<file path="config.mk">
export PLATFORM = sky130hd
export DESIGN_NAME = sebw_top
export DESIGN_NICKNAME = d
export VERILOG_FILES = /design/src/include/sebw_pkg.sv /design/src/include/sebw_buf_if.sv /design/src/hdl/sebw_page_buf.sv /design/src/hdl/sebw_sync.sv /design/src/hdl/sebw_top.sv
export SDC_FILE = /design/constraint.sdc
export NUM_CORES = 1
export LEC_CHECK = 0
export BUFFER_PORTS_ARGS = -buffer_cell sky130_fd_sc_hd__clkbuf_2
export CORE_AREA = 5 5 205 207
export CTS_CLUSTER_DIAMETER = 50
export DETAILED_ROUTE_END_ITERATION = 10
export DIE_AREA = 0 0 210 212
export GPL_TIMING_DRIVEN = 0
export SLEW_MARGIN = 20
export SYNTH_ARGS = -nofsm -noshare
export SYNTH_HDL_FRONTEND = slang
export SYNTH_SLANG_ARGS = --single-unit
</file>
<file path="constraint.sdc">
create_clock -name CLK -period 3 [get_ports CLK]
set_clock_uncertainty 0.05 [all_clocks]
set_input_delay 0.6 -clock CLK [delete_from_list [all_inputs] [get_ports CLK]]
set_output_delay 0.6 -clock CLK [all_outputs]
set_load 0.1 [all_outputs]
</file>
<file path="src/include/sebw_pkg.sv">
// What this block does
// [RULE_01] both lines high means bus idle
// [RULE_02] sda falling with scl high is start
// [RULE_03] sda rising with scl high is stop
// [RULE_04] bits sampled while scl high, one per pulse
// [RULE_05] master chooses byte count per transfer
// [RULE_06] ninth clock carries receiver acknowledge
// [RULE_07] no acknowledge during programming cycle
// [RULE_08] acknowledge holds sda low through high phase
// [RULE_09] after master nack, sda stays released
// [RULE_10] control byte: type, three selects, direction
// [RULE_11] acknowledge only matching type and selects
// [RULE_12] direction bit one reads, zero writes
// [RULE_13] two address bytes, high first, 13 bits
// [RULE_14] byte write acks all, stop starts cycle
// [RULE_15] protected write acks, stores nothing, stays ready
// [RULE_16] pointer ends one past last written byte
// [RULE_17] page bytes buffered, committed after stop
// [RULE_18] low five pointer bits wrap in page
// [RULE_19] protect pin sampled at stop only
// [RULE_20] address counter stays inside own array
// [RULE_21] master may use selects as high address
// [RULE_22] write cycle ends within five milliseconds
// [RULE_23] after cycle, matching control byte acked again
// [RULE_24] mismatch ignores bus until next start
// [RULE_25] start or stop mid-byte resets counters
package sebw_pkg;
  localparam int unsigned CLK_HZ = 50_000_000;
  localparam int unsigned TWC_MS = 5;
  // longest time, so rounded down
  localparam int unsigned TWC_CYCLES = (CLK_HZ / 1000) * TWC_MS;
  // device type code: value is arbitrary
  localparam logic [3:0] DEV_TYPE_DFLT = 4'h5;
  localparam int unsigned ADDR_W = 13;
  localparam int unsigned PAGE_W = 5;
  localparam int unsigned PAGE_BYTES = 32;
  localparam int unsigned CTRL_RW_BIT = 0;
  localparam int unsigned CTRL_CS_LSB = 1;
  localparam int unsigned CTRL_TYPE_LSB = 4;
  localparam int unsigned ADDR_HI_BITS = 5;
  localparam logic [3:0] BIT_ACK = 4'h8;
  localparam logic [3:0] BIT_END = 4'h9;
  localparam logic [5:0] COMMIT_END = 6'h20;
  localparam logic [5:0] COMMIT_DONE = 6'h21;
  localparam logic [ADDR_W-1:0] PTR_RST = 13'h0000;
  localparam logic [PAGE_BYTES-1:0] MASK_RST = 32'h00000000;

  typedef enum logic [2:0] {
    ST_IDLE = 3'b000,
    ST_CTRL = 3'b001,
    ST_ADDR_HI = 3'b010,
    ST_ADDR_LO = 3'b011,
    ST_DATA = 3'b100,
    ST_READ = 3'b101,
    ST_IGNORE = 3'b110
  } sebw_state_t;
endpackage
</file>
<file path="src/include/sebw_buf_if.sv">
interface sebw_buf_if;
  logic we;
  logic [sebw_pkg::PAGE_W-1:0] waddr;
  logic [7:0] wdata;
  logic [sebw_pkg::PAGE_W-1:0] raddr;
  logic [7:0] rdata;
  modport ctrl (output we, output waddr, output wdata, output raddr, input rdata);
  modport mem (input we, input waddr, input wdata, input raddr, output rdata);
endinterface

</file>
<file path="src/hdl/sebw_page_buf.sv">
module sebw_page_buf (
  input wire logic clk,
  input wire logic rst_n,
  sebw_buf_if.mem bus
);
  logic [7:0] mem_reg [sebw_pkg::PAGE_BYTES];
  logic [7:0] rdata_reg;

  always_ff @(posedge clk) begin
    if (bus.we) begin
      mem_reg[bus.waddr] <= bus.wdata;
    end
  end

  always_ff @(posedge clk) begin
    if (!rst_n) begin
      rdata_reg <= 8'h00;
    end else begin
      rdata_reg <= mem_reg[bus.raddr];
    end
  end

  assign bus.rdata = rdata_reg;
endmodule // sebw_page_buf

</file>
<file path="src/hdl/sebw_sync.sv">
module sebw_sync #(
  parameter int W = 1,
  parameter logic [W-1:0] RST_VAL = '0
) (
  input wire logic clk,
  input wire logic rst_n,
  input wire logic [W-1:0] d,
  output logic [W-1:0] q
);
  logic [W-1:0] meta_reg;

  always_ff @(posedge clk) begin
    if (!rst_n) begin
      meta_reg <= RST_VAL;
      q <= RST_VAL;
    end else begin
      meta_reg <= d;
      q <= meta_reg;
    end
  end
endmodule // sebw_sync

</file>
<file path="src/hdl/sebw_top.sv">
module sebw_top #(
  parameter logic [3:0] DEV_TYPE = sebw_pkg::DEV_TYPE_DFLT,
  parameter int unsigned WRITE_CYCLES = sebw_pkg::TWC_CYCLES
) (
  input wire logic CLK,
  input wire logic RST_N,
  input wire logic SCL,
  input wire logic SDA_IN,
  output logic SDA_OUT,
  output logic SDA_OE,
  input wire logic [2:0] CHIP_SEL,
  input wire logic WP,
  output logic BUSY,
  output logic BUS_IDLE,
  output logic RD_START,
  output logic [sebw_pkg::ADDR_W-1:0] ADDR_PTR,
  output logic MEM_WE,
  output logic [sebw_pkg::ADDR_W-1:0] MEM_ADDR,
  output logic [7:0] MEM_WDATA
);
  localparam int CW = $clog2(WRITE_CYCLES + 1);

  // ----------------------------------------
  // pin synchronisers and edge detection
  // ----------------------------------------
  logic [1:0] line_s;
  logic [3:0] pins_s;
  logic s_scl;
  logic s_sda;
  logic wp_s;
  logic [2:0] cs_s;
  logic scl_d_reg;
  logic sda_d_reg;

  sebw_sync #(.W(2), .RST_VAL(2'h3)) u_sync_line (
    .clk(CLK),
    .rst_n(RST_N),
    .d({SCL, SDA_IN}),
    .q(line_s)
  );

  sebw_sync #(.W(4), .RST_VAL(4'h0)) u_sync_pins (
    .clk(CLK),
    .rst_n(RST_N),
    .d({WP, CHIP_SEL}),
    .q(pins_s)
  );

  assign s_scl = line_s[1];
  assign s_sda = line_s[0];
  assign wp_s = pins_s[3];
  assign cs_s = pins_s[2:0];

  always_ff @(posedge CLK) begin
    if (!RST_N) begin
      scl_d_reg <= 1'b1;
      sda_d_reg <= 1'b1;
    end else begin
      scl_d_reg <= s_scl;
      sda_d_reg <= s_sda;
    end
  end

  wire scl_rise = s_scl && !scl_d_reg;
  wire scl_fall = !s_scl && scl_d_reg;
  wire start_det = s_scl && scl_d_reg && sda_d_reg && !s_sda; // [RULE_02]
  wire stop_det = s_scl && scl_d_reg && !sda_d_reg && s_sda; // [RULE_03]
  wire frame_cut = start_det || stop_det;

  // ----------------------------------------
  // state and bit counting
  // ----------------------------------------
  sebw_pkg::sebw_state_t state_reg;
  sebw_pkg::sebw_state_t state_next;
  logic [3:0] bit_cnt_reg;
  logic [3:0] bit_cnt_next;
  logic [7:0] shift_reg;
  logic [7:0] shift_next;
  logic busy_reg;

  wire rx_active = (state_reg == sebw_pkg::ST_CTRL) || (state_reg == sebw_pkg::ST_ADDR_HI) ||
                   (state_reg == sebw_pkg::ST_ADDR_LO) || (state_reg == sebw_pkg::ST_DATA);
  wire bit_take = scl_rise && rx_active && (bit_cnt_reg < sebw_pkg::BIT_ACK); // [RULE_04]
  wire byte_done = scl_fall && rx_active && (bit_cnt_reg == sebw_pkg::BIT_ACK);
  wire ack_end = scl_fall && (bit_cnt_reg == sebw_pkg::BIT_END); // [RULE_06]

  // control byte fields
  wire [3:0] ctrl_type = shift_reg[7:sebw_pkg::CTRL_TYPE_LSB]; // [RULE_10]
  wire [2:0] ctrl_cs = shift_reg[sebw_pkg::CTRL_TYPE_LSB-1:sebw_pkg::CTRL_CS_LSB];
  wire ctrl_rd = shift_reg[sebw_pkg::CTRL_RW_BIT]; // [RULE_12]
  wire ctrl_match = (ctrl_type == DEV_TYPE) && (ctrl_cs == cs_s); // [RULE_11]
  wire in_ctrl_done = byte_done && (state_reg == sebw_pkg::ST_CTRL);
  wire ctrl_take = in_ctrl_done && ctrl_match && !busy_reg; // [RULE_07] [RULE_23]
  wire ctrl_wr_ok = ctrl_take && !ctrl_rd;
  wire ctrl_rd_ok = ctrl_take && ctrl_rd;

  always_comb begin
    state_next = state_reg;
    if (start_det) begin
      state_next = sebw_pkg::ST_CTRL; // [RULE_02]
    end else if (stop_det) begin
      state_next = sebw_pkg::ST_IDLE; // [RULE_03]
    end else if (byte_done) begin
      case (state_reg)
        sebw_pkg::ST_CTRL: begin
          if (!ctrl_take) begin
            state_next = sebw_pkg::ST_IGNORE; // [RULE_24]
          end else if (ctrl_rd) begin
            state_next = sebw_pkg::ST_READ; // [RULE_12]
          end else begin
            state_next = sebw_pkg::ST_ADDR_HI; // [RULE_13]
          end
        end
        sebw_pkg::ST_ADDR_HI: state_next = sebw_pkg::ST_ADDR_LO;
        sebw_pkg::ST_ADDR_LO: state_next = sebw_pkg::ST_DATA;
        sebw_pkg::ST_DATA: state_next = sebw_pkg::ST_DATA; // [RULE_05]
        default: state_next = state_reg;
      endcase
    end
  end

  // idle waits for a start; a start in any other state also begins a transfer
  wire bus_idle_next = (state_next == sebw_pkg::ST_IDLE) && s_scl && s_sda; // [RULE_01]

  assign bit_cnt_next = frame_cut ? 4'h0 : // [RULE_25]
                        bit_take ? bit_cnt_reg + 4'h1 :
                        byte_done ? sebw_pkg::BIT_END :
                        ack_end ? 4'h0 : bit_cnt_reg;
  assign shift_next = start_det ? 8'h00 : bit_take ? {shift_reg[6:0], s_sda} : shift_reg; // [RULE_04]

  logic bus_idle_reg;

  always_ff @(posedge CLK) begin
    if (!RST_N) begin
      state_reg <= sebw_pkg::ST_IDLE;
      bit_cnt_reg <= 4'h0;
      shift_reg <= 8'h00;
      bus_idle_reg <= 1'b0;
    end else begin
      state_reg <= state_next;
      bit_cnt_reg <= bit_cnt_next;
      shift_reg <= shift_next;
      bus_idle_reg <= bus_idle_next;
    end
  end

  // ----------------------------------------
  // acknowledge driver
  // ----------------------------------------
  logic ack_reg;
  logic ack_next;
  logic rd_start_reg;
  wire addr_or_data = (state_reg == sebw_pkg::ST_ADDR_HI) || (state_reg == sebw_pkg::ST_ADDR_LO) ||
                      (state_reg == sebw_pkg::ST_DATA);
  // ignore and read states never set it, so sda stays released there once the control byte acknowledge ends
  wire ack_set = ctrl_take || (byte_done && addr_or_data && !busy_reg); // [RULE_06] [RULE_14] [RULE_15]

  // held from the falling edge after bit eight to the end of the ninth pulse
  assign ack_next = frame_cut ? 1'b0 : ack_set ? 1'b1 : ack_end ? 1'b0 : ack_reg; // [RULE_08] [RULE_09]

  always_ff @(posedge CLK) begin
    if (!RST_N) begin
      ack_reg <= 1'b0;
      rd_start_reg <= 1'b0;
    end else begin
      ack_reg <= ack_next;
      rd_start_reg <= ctrl_rd_ok;
    end
  end

  // ----------------------------------------
  // address pointer and page buffer
  // ----------------------------------------
  logic [sebw_pkg::ADDR_W-1:0] ptr_reg;
  logic [sebw_pkg::ADDR_W-1:0] ptr_next;
  logic [sebw_pkg::PAGE_BYTES-1:0] mask_reg;
  logic [sebw_pkg::PAGE_BYTES-1:0] mask_next;
  sebw_buf_if buf_if ();

  wire hi_take = byte_done && (state_reg == sebw_pkg::ST_ADDR_HI);
  wire lo_take = byte_done && (state_reg == sebw_pkg::ST_ADDR_LO);
  wire data_take = byte_done && (state_reg == sebw_pkg::ST_DATA);
  wire [sebw_pkg::PAGE_W-1:0] ptr_low_inc = ptr_reg[sebw_pkg::PAGE_W-1:0] + 5'h01;
  wire got_data = |mask_reg;

  // upper three address bits dropped, 13-bit pointer cannot leave the array
  assign ptr_next = hi_take ? {shift_reg[sebw_pkg::ADDR_HI_BITS-1:0], ptr_reg[7:0]} : // [RULE_13] [RULE_20]
                    lo_take ? {ptr_reg[sebw_pkg::ADDR_W-1:8], shift_reg} :
                    data_take ? {ptr_reg[sebw_pkg::ADDR_W-1:sebw_pkg::PAGE_W], ptr_low_inc} : // [RULE_16] [RULE_18]
                    ptr_reg;
  // a wrapped byte lands on an earlier slot and replaces it
  assign mask_next = ctrl_wr_ok ? sebw_pkg::MASK_RST :
                     data_take ? (mask_reg | (32'h00000001 << ptr_reg[sebw_pkg::PAGE_W-1:0])) : // [RULE_18]
                     mask_reg;

  always_ff @(posedge CLK) begin
    if (!RST_N) begin
      ptr_reg <= sebw_pkg::PTR_RST;
      mask_reg <= sebw_pkg::MASK_RST;
    end else begin
      ptr_reg <= ptr_next;
      mask_reg <= mask_next;
    end
  end

  assign buf_if.we = data_take; // [RULE_17]
  assign buf_if.waddr = ptr_reg[sebw_pkg::PAGE_W-1:0];
  assign buf_if.wdata = shift_reg;

  sebw_page_buf u_page_buf (
    .clk(CLK),
    .rst_n(RST_N),
    .bus(buf_if.mem)
  );

  // ----------------------------------------
  // self-timed write cycle
  // ----------------------------------------
  logic [CW-1:0] cyc_reg;
  logic [CW-1:0] cyc_next;
  logic [5:0] idx_reg;
  logic [5:0] idx_next;
  logic busy_next;
  logic [sebw_pkg::ADDR_W-sebw_pkg::PAGE_W-1:0] page_reg;
  logic mem_we_reg;
  logic [sebw_pkg::ADDR_W-1:0] mem_addr_reg;
  logic [7:0] mem_wdata_reg;

  // protect level taken only at the stop; later changes are not looked at
  wire stop_write = stop_det && (state_reg == sebw_pkg::ST_DATA) && got_data; // [RULE_14] [RULE_17]
  wire commit_go = stop_write && !wp_s; // [RULE_15] [RULE_19]
  wire cyc_last = (cyc_reg == CW'(WRITE_CYCLES - 1));
  wire idx_run = busy_reg && (idx_reg <= sebw_pkg::COMMIT_END);
  wire [5:0] idx_m1 = idx_reg - 6'h01;
  wire [sebw_pkg::PAGE_W-1:0] wr_slot = idx_m1[sebw_pkg::PAGE_W-1:0];
  wire wr_ok = idx_run && (idx_reg != 6'h00) && mask_reg[wr_slot];

  assign busy_next = commit_go ? 1'b1 : (busy_reg && cyc_last) ? 1'b0 : busy_reg; // [RULE_22]
  assign cyc_next = commit_go ? '0 : busy_reg ? cyc_reg + CW'(1) : cyc_reg;
  assign idx_next = commit_go ? 6'h00 : idx_run ? idx_reg + 6'h01 : idx_reg;
  assign buf_if.raddr = idx_reg[sebw_pkg::PAGE_W-1:0];

  always_ff @(posedge CLK) begin
    if (!RST_N) begin
      busy_reg <= 1'b0;
      cyc_reg <= '0;
      idx_reg <= sebw_pkg::COMMIT_DONE;
      page_reg <= '0;
    end else begin
      busy_reg <= busy_next;
      cyc_reg <= cyc_next;
      idx_reg <= idx_next;
      page_reg <= commit_go ? ptr_reg[sebw_pkg::ADDR_W-1:sebw_pkg::PAGE_W] : page_reg;
    end
  end

  always_ff @(posedge CLK) begin
    if (!RST_N) begin
      mem_we_reg <= 1'b0;
      mem_addr_reg <= sebw_pkg::PTR_RST;
      mem_wdata_reg <= 8'h00;
    end else begin
      mem_we_reg <= wr_ok; // [RULE_17]
      mem_addr_reg <= {page_reg, wr_slot};
      mem_wdata_reg <= buf_if.rdata;
    end
  end

  // ----------------------------------------
  // outputs
  // ----------------------------------------
  assign SDA_OUT = 1'b0;
  assign SDA_OE = ack_reg;
  assign BUSY = busy_reg;
  assign BUS_IDLE = bus_idle_reg;
  assign RD_START = rd_start_reg;
  assign ADDR_PTR = ptr_reg;
  assign MEM_WE = mem_we_reg;
  assign MEM_ADDR = mem_addr_reg;
  assign MEM_WDATA = mem_wdata_reg;

  // ----------------------------------------
  // checks
  // ----------------------------------------
  AST_NO_ACK_BUSY: assert property (@(posedge CLK) disable iff (!RST_N) // [RULE_07]
    busy_reg |-> !ack_reg)
    else $error("acknowledge driven during write cycle");

  AST_START_RESET: assert property (@(posedge CLK) disable iff (!RST_N) // [RULE_25]
    start_det |=> (bit_cnt_reg == 4'h0) && (state_reg == sebw_pkg::ST_CTRL) && !ack_reg)
    else $error("start did not restart byte");

  AST_STOP_IDLE: assert property (@(posedge CLK) disable iff (!RST_N) // [RULE_03]
    stop_det |=> (state_reg == sebw_pkg::ST_IDLE) && (bit_cnt_reg == 4'h0))
    else $error("stop did not return to idle");

  AST_ACK_HOLD: assert property (@(posedge CLK) disable iff (!RST_N) // [RULE_08]
    ack_reg && s_scl && !frame_cut |=> ack_reg)
    else $error("acknowledge released while clock high");

  AST_CTRL_MISS: assert property (@(posedge CLK) disable iff (!RST_N) // [RULE_11]
    in_ctrl_done && !ctrl_match && !frame_cut |=> !ack_reg && (state_reg == sebw_pkg::ST_IGNORE))
    else $error("mismatching control byte answered");

  AST_IGNORE_QUIET: assert property (@(posedge CLK) disable iff (!RST_N) // [RULE_24]
    (state_reg == sebw_pkg::ST_IGNORE) && !start_det |=> !ack_reg)
    else $error("sda driven while ignoring");

  AST_WP_SKIP: assert property (@(posedge CLK) disable iff (!RST_N) // [RULE_15]
    stop_write && wp_s |=> !busy_reg ##1 !MEM_WE)
    else $error("protected write started a cycle");

  AST_BUSY_START: assert property (@(posedge CLK) disable iff (!RST_N) // [RULE_14]
    stop_write && !wp_s |=> busy_reg && (cyc_reg == '0))
    else $error("stop did not start write cycle");

  AST_PTR_WRAP: assert property (@(posedge CLK) disable iff (!RST_N) // [RULE_18]
    data_take && !frame_cut |=>
      (ptr_reg[4:0] == $past(ptr_low_inc)) && (ptr_reg[12:5] == $past(ptr_reg[12:5])))
    else $error("page pointer did not step in page");

  AST_BUSY_END: assert property (@(posedge CLK) disable iff (!RST_N) // [RULE_22]
    busy_reg && cyc_last |=> !busy_reg)
    else $error("write cycle overran");

  AST_BUSY_KEEP: assert property (@(posedge CLK) disable iff (!RST_N) // [RULE_22]
    busy_reg && !cyc_last |=> busy_reg)
    else $error("write cycle ended early");

  AST_MEM_IN_CYCLE: assert property (@(posedge CLK) disable iff (!RST_N) // [RULE_17]
    MEM_WE |-> $past(busy_reg))
    else $error("array written outside write cycle");
endmodule // sebw_top

</file>
==> reports/metrics.yaml <==
clock_tree:
  htreeDepth: 2
  clockBufferDepth: 3
  ctsHoldBuffers: 0
  clock_latency_ns: 0.54
  numCtsBuffers: 41
  cts_tree: "built"
  cts.sinks: 396
  cts_root_buf: "clkbuf_16"
  clkTransAtPathRegs_ns: 0.06
logic_synthesis:
  synth_top_area_cell: "edfxtp_1"
  synth_ff_type: "edfxtp_1"
  synth_top_area_share_pct: 48.62
  synth_adder_area_share_pct: 1.029
  synth.cell_area_um2: 15810
  synth_edf_count: 256
  yosys_warnings: 0
  synth_top_family_by_area: "multiplexers"
  synth-async-reset-ratio_pct: 0
  yosysUniqueCellTypes: 62
  synthSimpleGateAreaFrac_pct: 9.021
  yosys.area_share.xor_xnor_pct: 1.606
  syn_inst: 1059
  synth_fp_nets: 1080
  netlist_top_cells_area: "edfxtp_1, dfxtp_1, mux4_2"
  synthMuxAreaShare_pct: 14.38
  postSynthAreaPerCell_um2: 14.93
  ys_seq_elements: 396
  synth_compound_area_share_pct: 5.144
  synth.yosys.seq_area_share_pct: 66.34
placed_design:
  gp_congestion: 0.8488
  portBuffers: 46
  hpwl_mm: 24.44
drt:
  viasPerCell: 5.244
  routed.top_layer: "met4"
  routed-wl-met2_mm: 17.29
  drc: 0
  drt.antenna.violating_nets: 0
  drt_iter0_drc: 709
  wirelength_mm: 35.27
  wl_per_cell_um: 20.61
  wl_met3_mm: 1.733
  vias: 8973
  dr.pass1.iters: 9
  met1Wirelength_mm: 15.57
worst_setup_path:
  startpoint: "idx_reg[0]"
  critPathBufInv: 6
  crit_arrival_ns: 3.31
  crit_cells: 12
  rr_worst_depth: 12
  rr_endpoint: "MEM_WE"
  cp_top_family: "buffers and inverters"
  slowest_delay_ns: 0.53
  cpMostUsedCell: "buf_6"
  worstSetupStartpointType: "register"
  path_class: "reg2reg"
  cp_max_fo: 11
  crit_required_ns: 3.36
  critPathSlowestCell: "mux4_2"
  setup.reg_to_reg.worst_slack_ns: 0.05
  crit_path_cell_trace: "buf_4, buf_8, buf_6, inv_2, buf_6, ha_2, buf_6, mux4_2, mux2i_1, a22oi_1, and3_1, a32o_1"
  endpoint_kind: "register"
  r2r-start: "idx_reg[0]"
  endpoint: "MEM_WE"
floorplan:
  die_area_um2: 44520
  die_h_um: 212
  ios: 48
  start_util_pct: 39.35
  num_rows: 74
  coreArea_um2: 40180
  die_x_um: 210
power:
  peakVddDrop_mv: 0.4261
  power.share.combinational_pct: 1.1
  p_sw_uw: 2134
  power.density_nw_per_um2: 587.5
  p_leak_uw: 0.006489
  swShare_pct: 20.05
  p_seq_share_pct: 54.1
  internal-power_uw: 8508
  p_clk_share_pct: 44.9
finish:
  diodes: 0
  most-common-layout-cells: "edfxtp_1, dfxtp_1, nor2_1"
  layout_commonest_cell: "edfxtp_1"
  multi_input_area_um2: 4985
  drive_gt1_share_pct: 20.61
  fin_util_pct: 45.07
  fin_nets: 1173
  areaGrowthSynthToFinish_pct: 14.55
  seq_area_um2: 10500
  fillers: 3599
  largest_reg_flops: 256
timing:
  drv_slew: 0
  fmax_mhz: 338.8
  tightest_slew_ns: 1.058
  fin_crit_sh_pct: 98.39
  rsz0062_at_grt: "yes"
  fin_setup_tns_ns: 0
  fin_crit_ns: 2.952
  finalSetupViolCount: 0
  maxSlewHeadroom_pct: 29.22
  hold_viol: 0
global_routing:
  grt_start_max_net_pins: 38
  grt_usage_pct: 15.90
  antenna_found_initial: 2
  grt_pass1_vias: 8917
  overflow: 0
  grt_pass1_wl_mm: 54.41
job:
  cap_viol_max_count: 0
worst_hold_path:
  hold_class: "in2reg"
run_status:
  status: "completed"
## area by class of cell
| type | count | share of cell area, % |
|---|---|---|
| plain buffers | 54 | 1.941 |
| well taps | 532 | 3.675 |
| clock inverters | 17 | 0.7461 |
| inverters | 14 | 0.3109 |
| flip-flops and latches | 396 | 57.97 |
| repair buffers | 51 | 1.644 |
| clock buffers | 53 | 6.190 |
| multi-input cells | 594 | 27.52 |
## metal layers
layer	vias up	global-route usage, %
li1	4203	-
met1	4509	22.13
met2	214	26.36
met3	47	2.745
met4	0	3.848
met5	-	0
## how the worst min path moves through the flow
stage                                       start                       to  slack [ns]  cells past startpoint
after floorplan           u_sync_line.meta_reg[0]         u_sync_line.q[0]        0.34                      1
after global placement    u_sync_line.meta_reg[0]         u_sync_line.q[0]        0.34                      1
after detailed placement  u_sync_line.meta_reg[1]         u_sync_line.q[1]        0.35                      1
after CTS                                  SDA_IN  u_sync_line.meta_reg[0]        0.17                      2
after global routing                       SDA_IN  u_sync_line.meta_reg[0]        0.17                      2
final                                      SDA_IN  u_sync_line.meta_reg[0]        0.19                      2
## cell families (layout without fill, tap and decap cells)
family | count (synthesis) | in the layout
other cells | 1 | 1
flops | 396 | 396
xor+xnor | 29 | 29
simple gates | 285 | 285
mux | 142 | 142
fa+ha+maj | 13 | 13
buf+inv | 69 | 189
compound gates | 124 | 124
## power groups by stage
stage                     sequential [uW]  clock [uW]  combinational (uW)
after floorplan                      5900           0                56.7
after global placement               5870           0                 113
after detailed placement             5870           0                 113
after CTS                            5750        4880                 114
after global routing                 5750        5090                 121
final                                5750        4770                 114
## metrics by stage
step | hold slack, ns | setup WS (ns) | total power, uW | instances | area [um2]
2_1_floorplan | 0.3363 | 0.1430 | 5952 | 1059 | 15810
3_3_place_gp | 0.3434 | -0.3326 | 5985 | 1637 | 16710
3_5_place_dp | 0.3511 | -0.3035 | 5986 | 1640 | 16780
4_1_cts | 0.1676 | 0.001240 | 10740 | 1711 | 18080
5_1_grt | 0.1743 | -0.1006 | 10960 | 1711 | 18110
6_report | 0.1899 | 0.04836 | 10640 | 1711 | 18110
## cell usage after synthesis, types with 2 or more instances
| cell type | number |
|---|---|
| a211oi_1 | 2 |
| a21oi_1 | 32 |
| a221oi_1 | 3 |
| a22oi_1 | 18 |
| and2_1 | 29 |
| and3_1 | 6 |
| and4_1 | 4 |
| buf_2 | 13 |
| buf_4 | 11 |
| buf_6 | 8 |
| clkbuf_1 | 21 |
| dfxtp_1 | 140 |
| edfxtp_1 | 256 |
| ha_1 | 13 |
| inv_1 | 12 |
| mux2i_1 | 73 |
| mux4_2 | 68 |
| nand2_1 | 45 |
| nand2b_1 | 10 |
| nand3_1 | 19 |
| nand4_1 | 13 |
| nor2_1 | 108 |
| nor2b_1 | 4 |
| nor3_1 | 9 |
| nor3b_1 | 3 |
| nor4_1 | 17 |
| nor4b_1 | 4 |
| o211ai_1 | 4 |
| o21a_1 | 24 |
| o21ai_0 | 15 |
| o21ai_1 | 11 |
| o21bai_1 | 2 |
| o22ai_1 | 4 |
| or3_1 | 3 |
| xnor2_1 | 20 |
| xor2_1 | 9 |
## what timing repair did
item                       in CTS  in global routing
setup endpoints to repair       1                110
pin swaps                       1                  0
gates resized for setup         9                 11
setup buffers                   2                  0
gates cloned                    0                  0
Power figures use the tool's default switching activity.
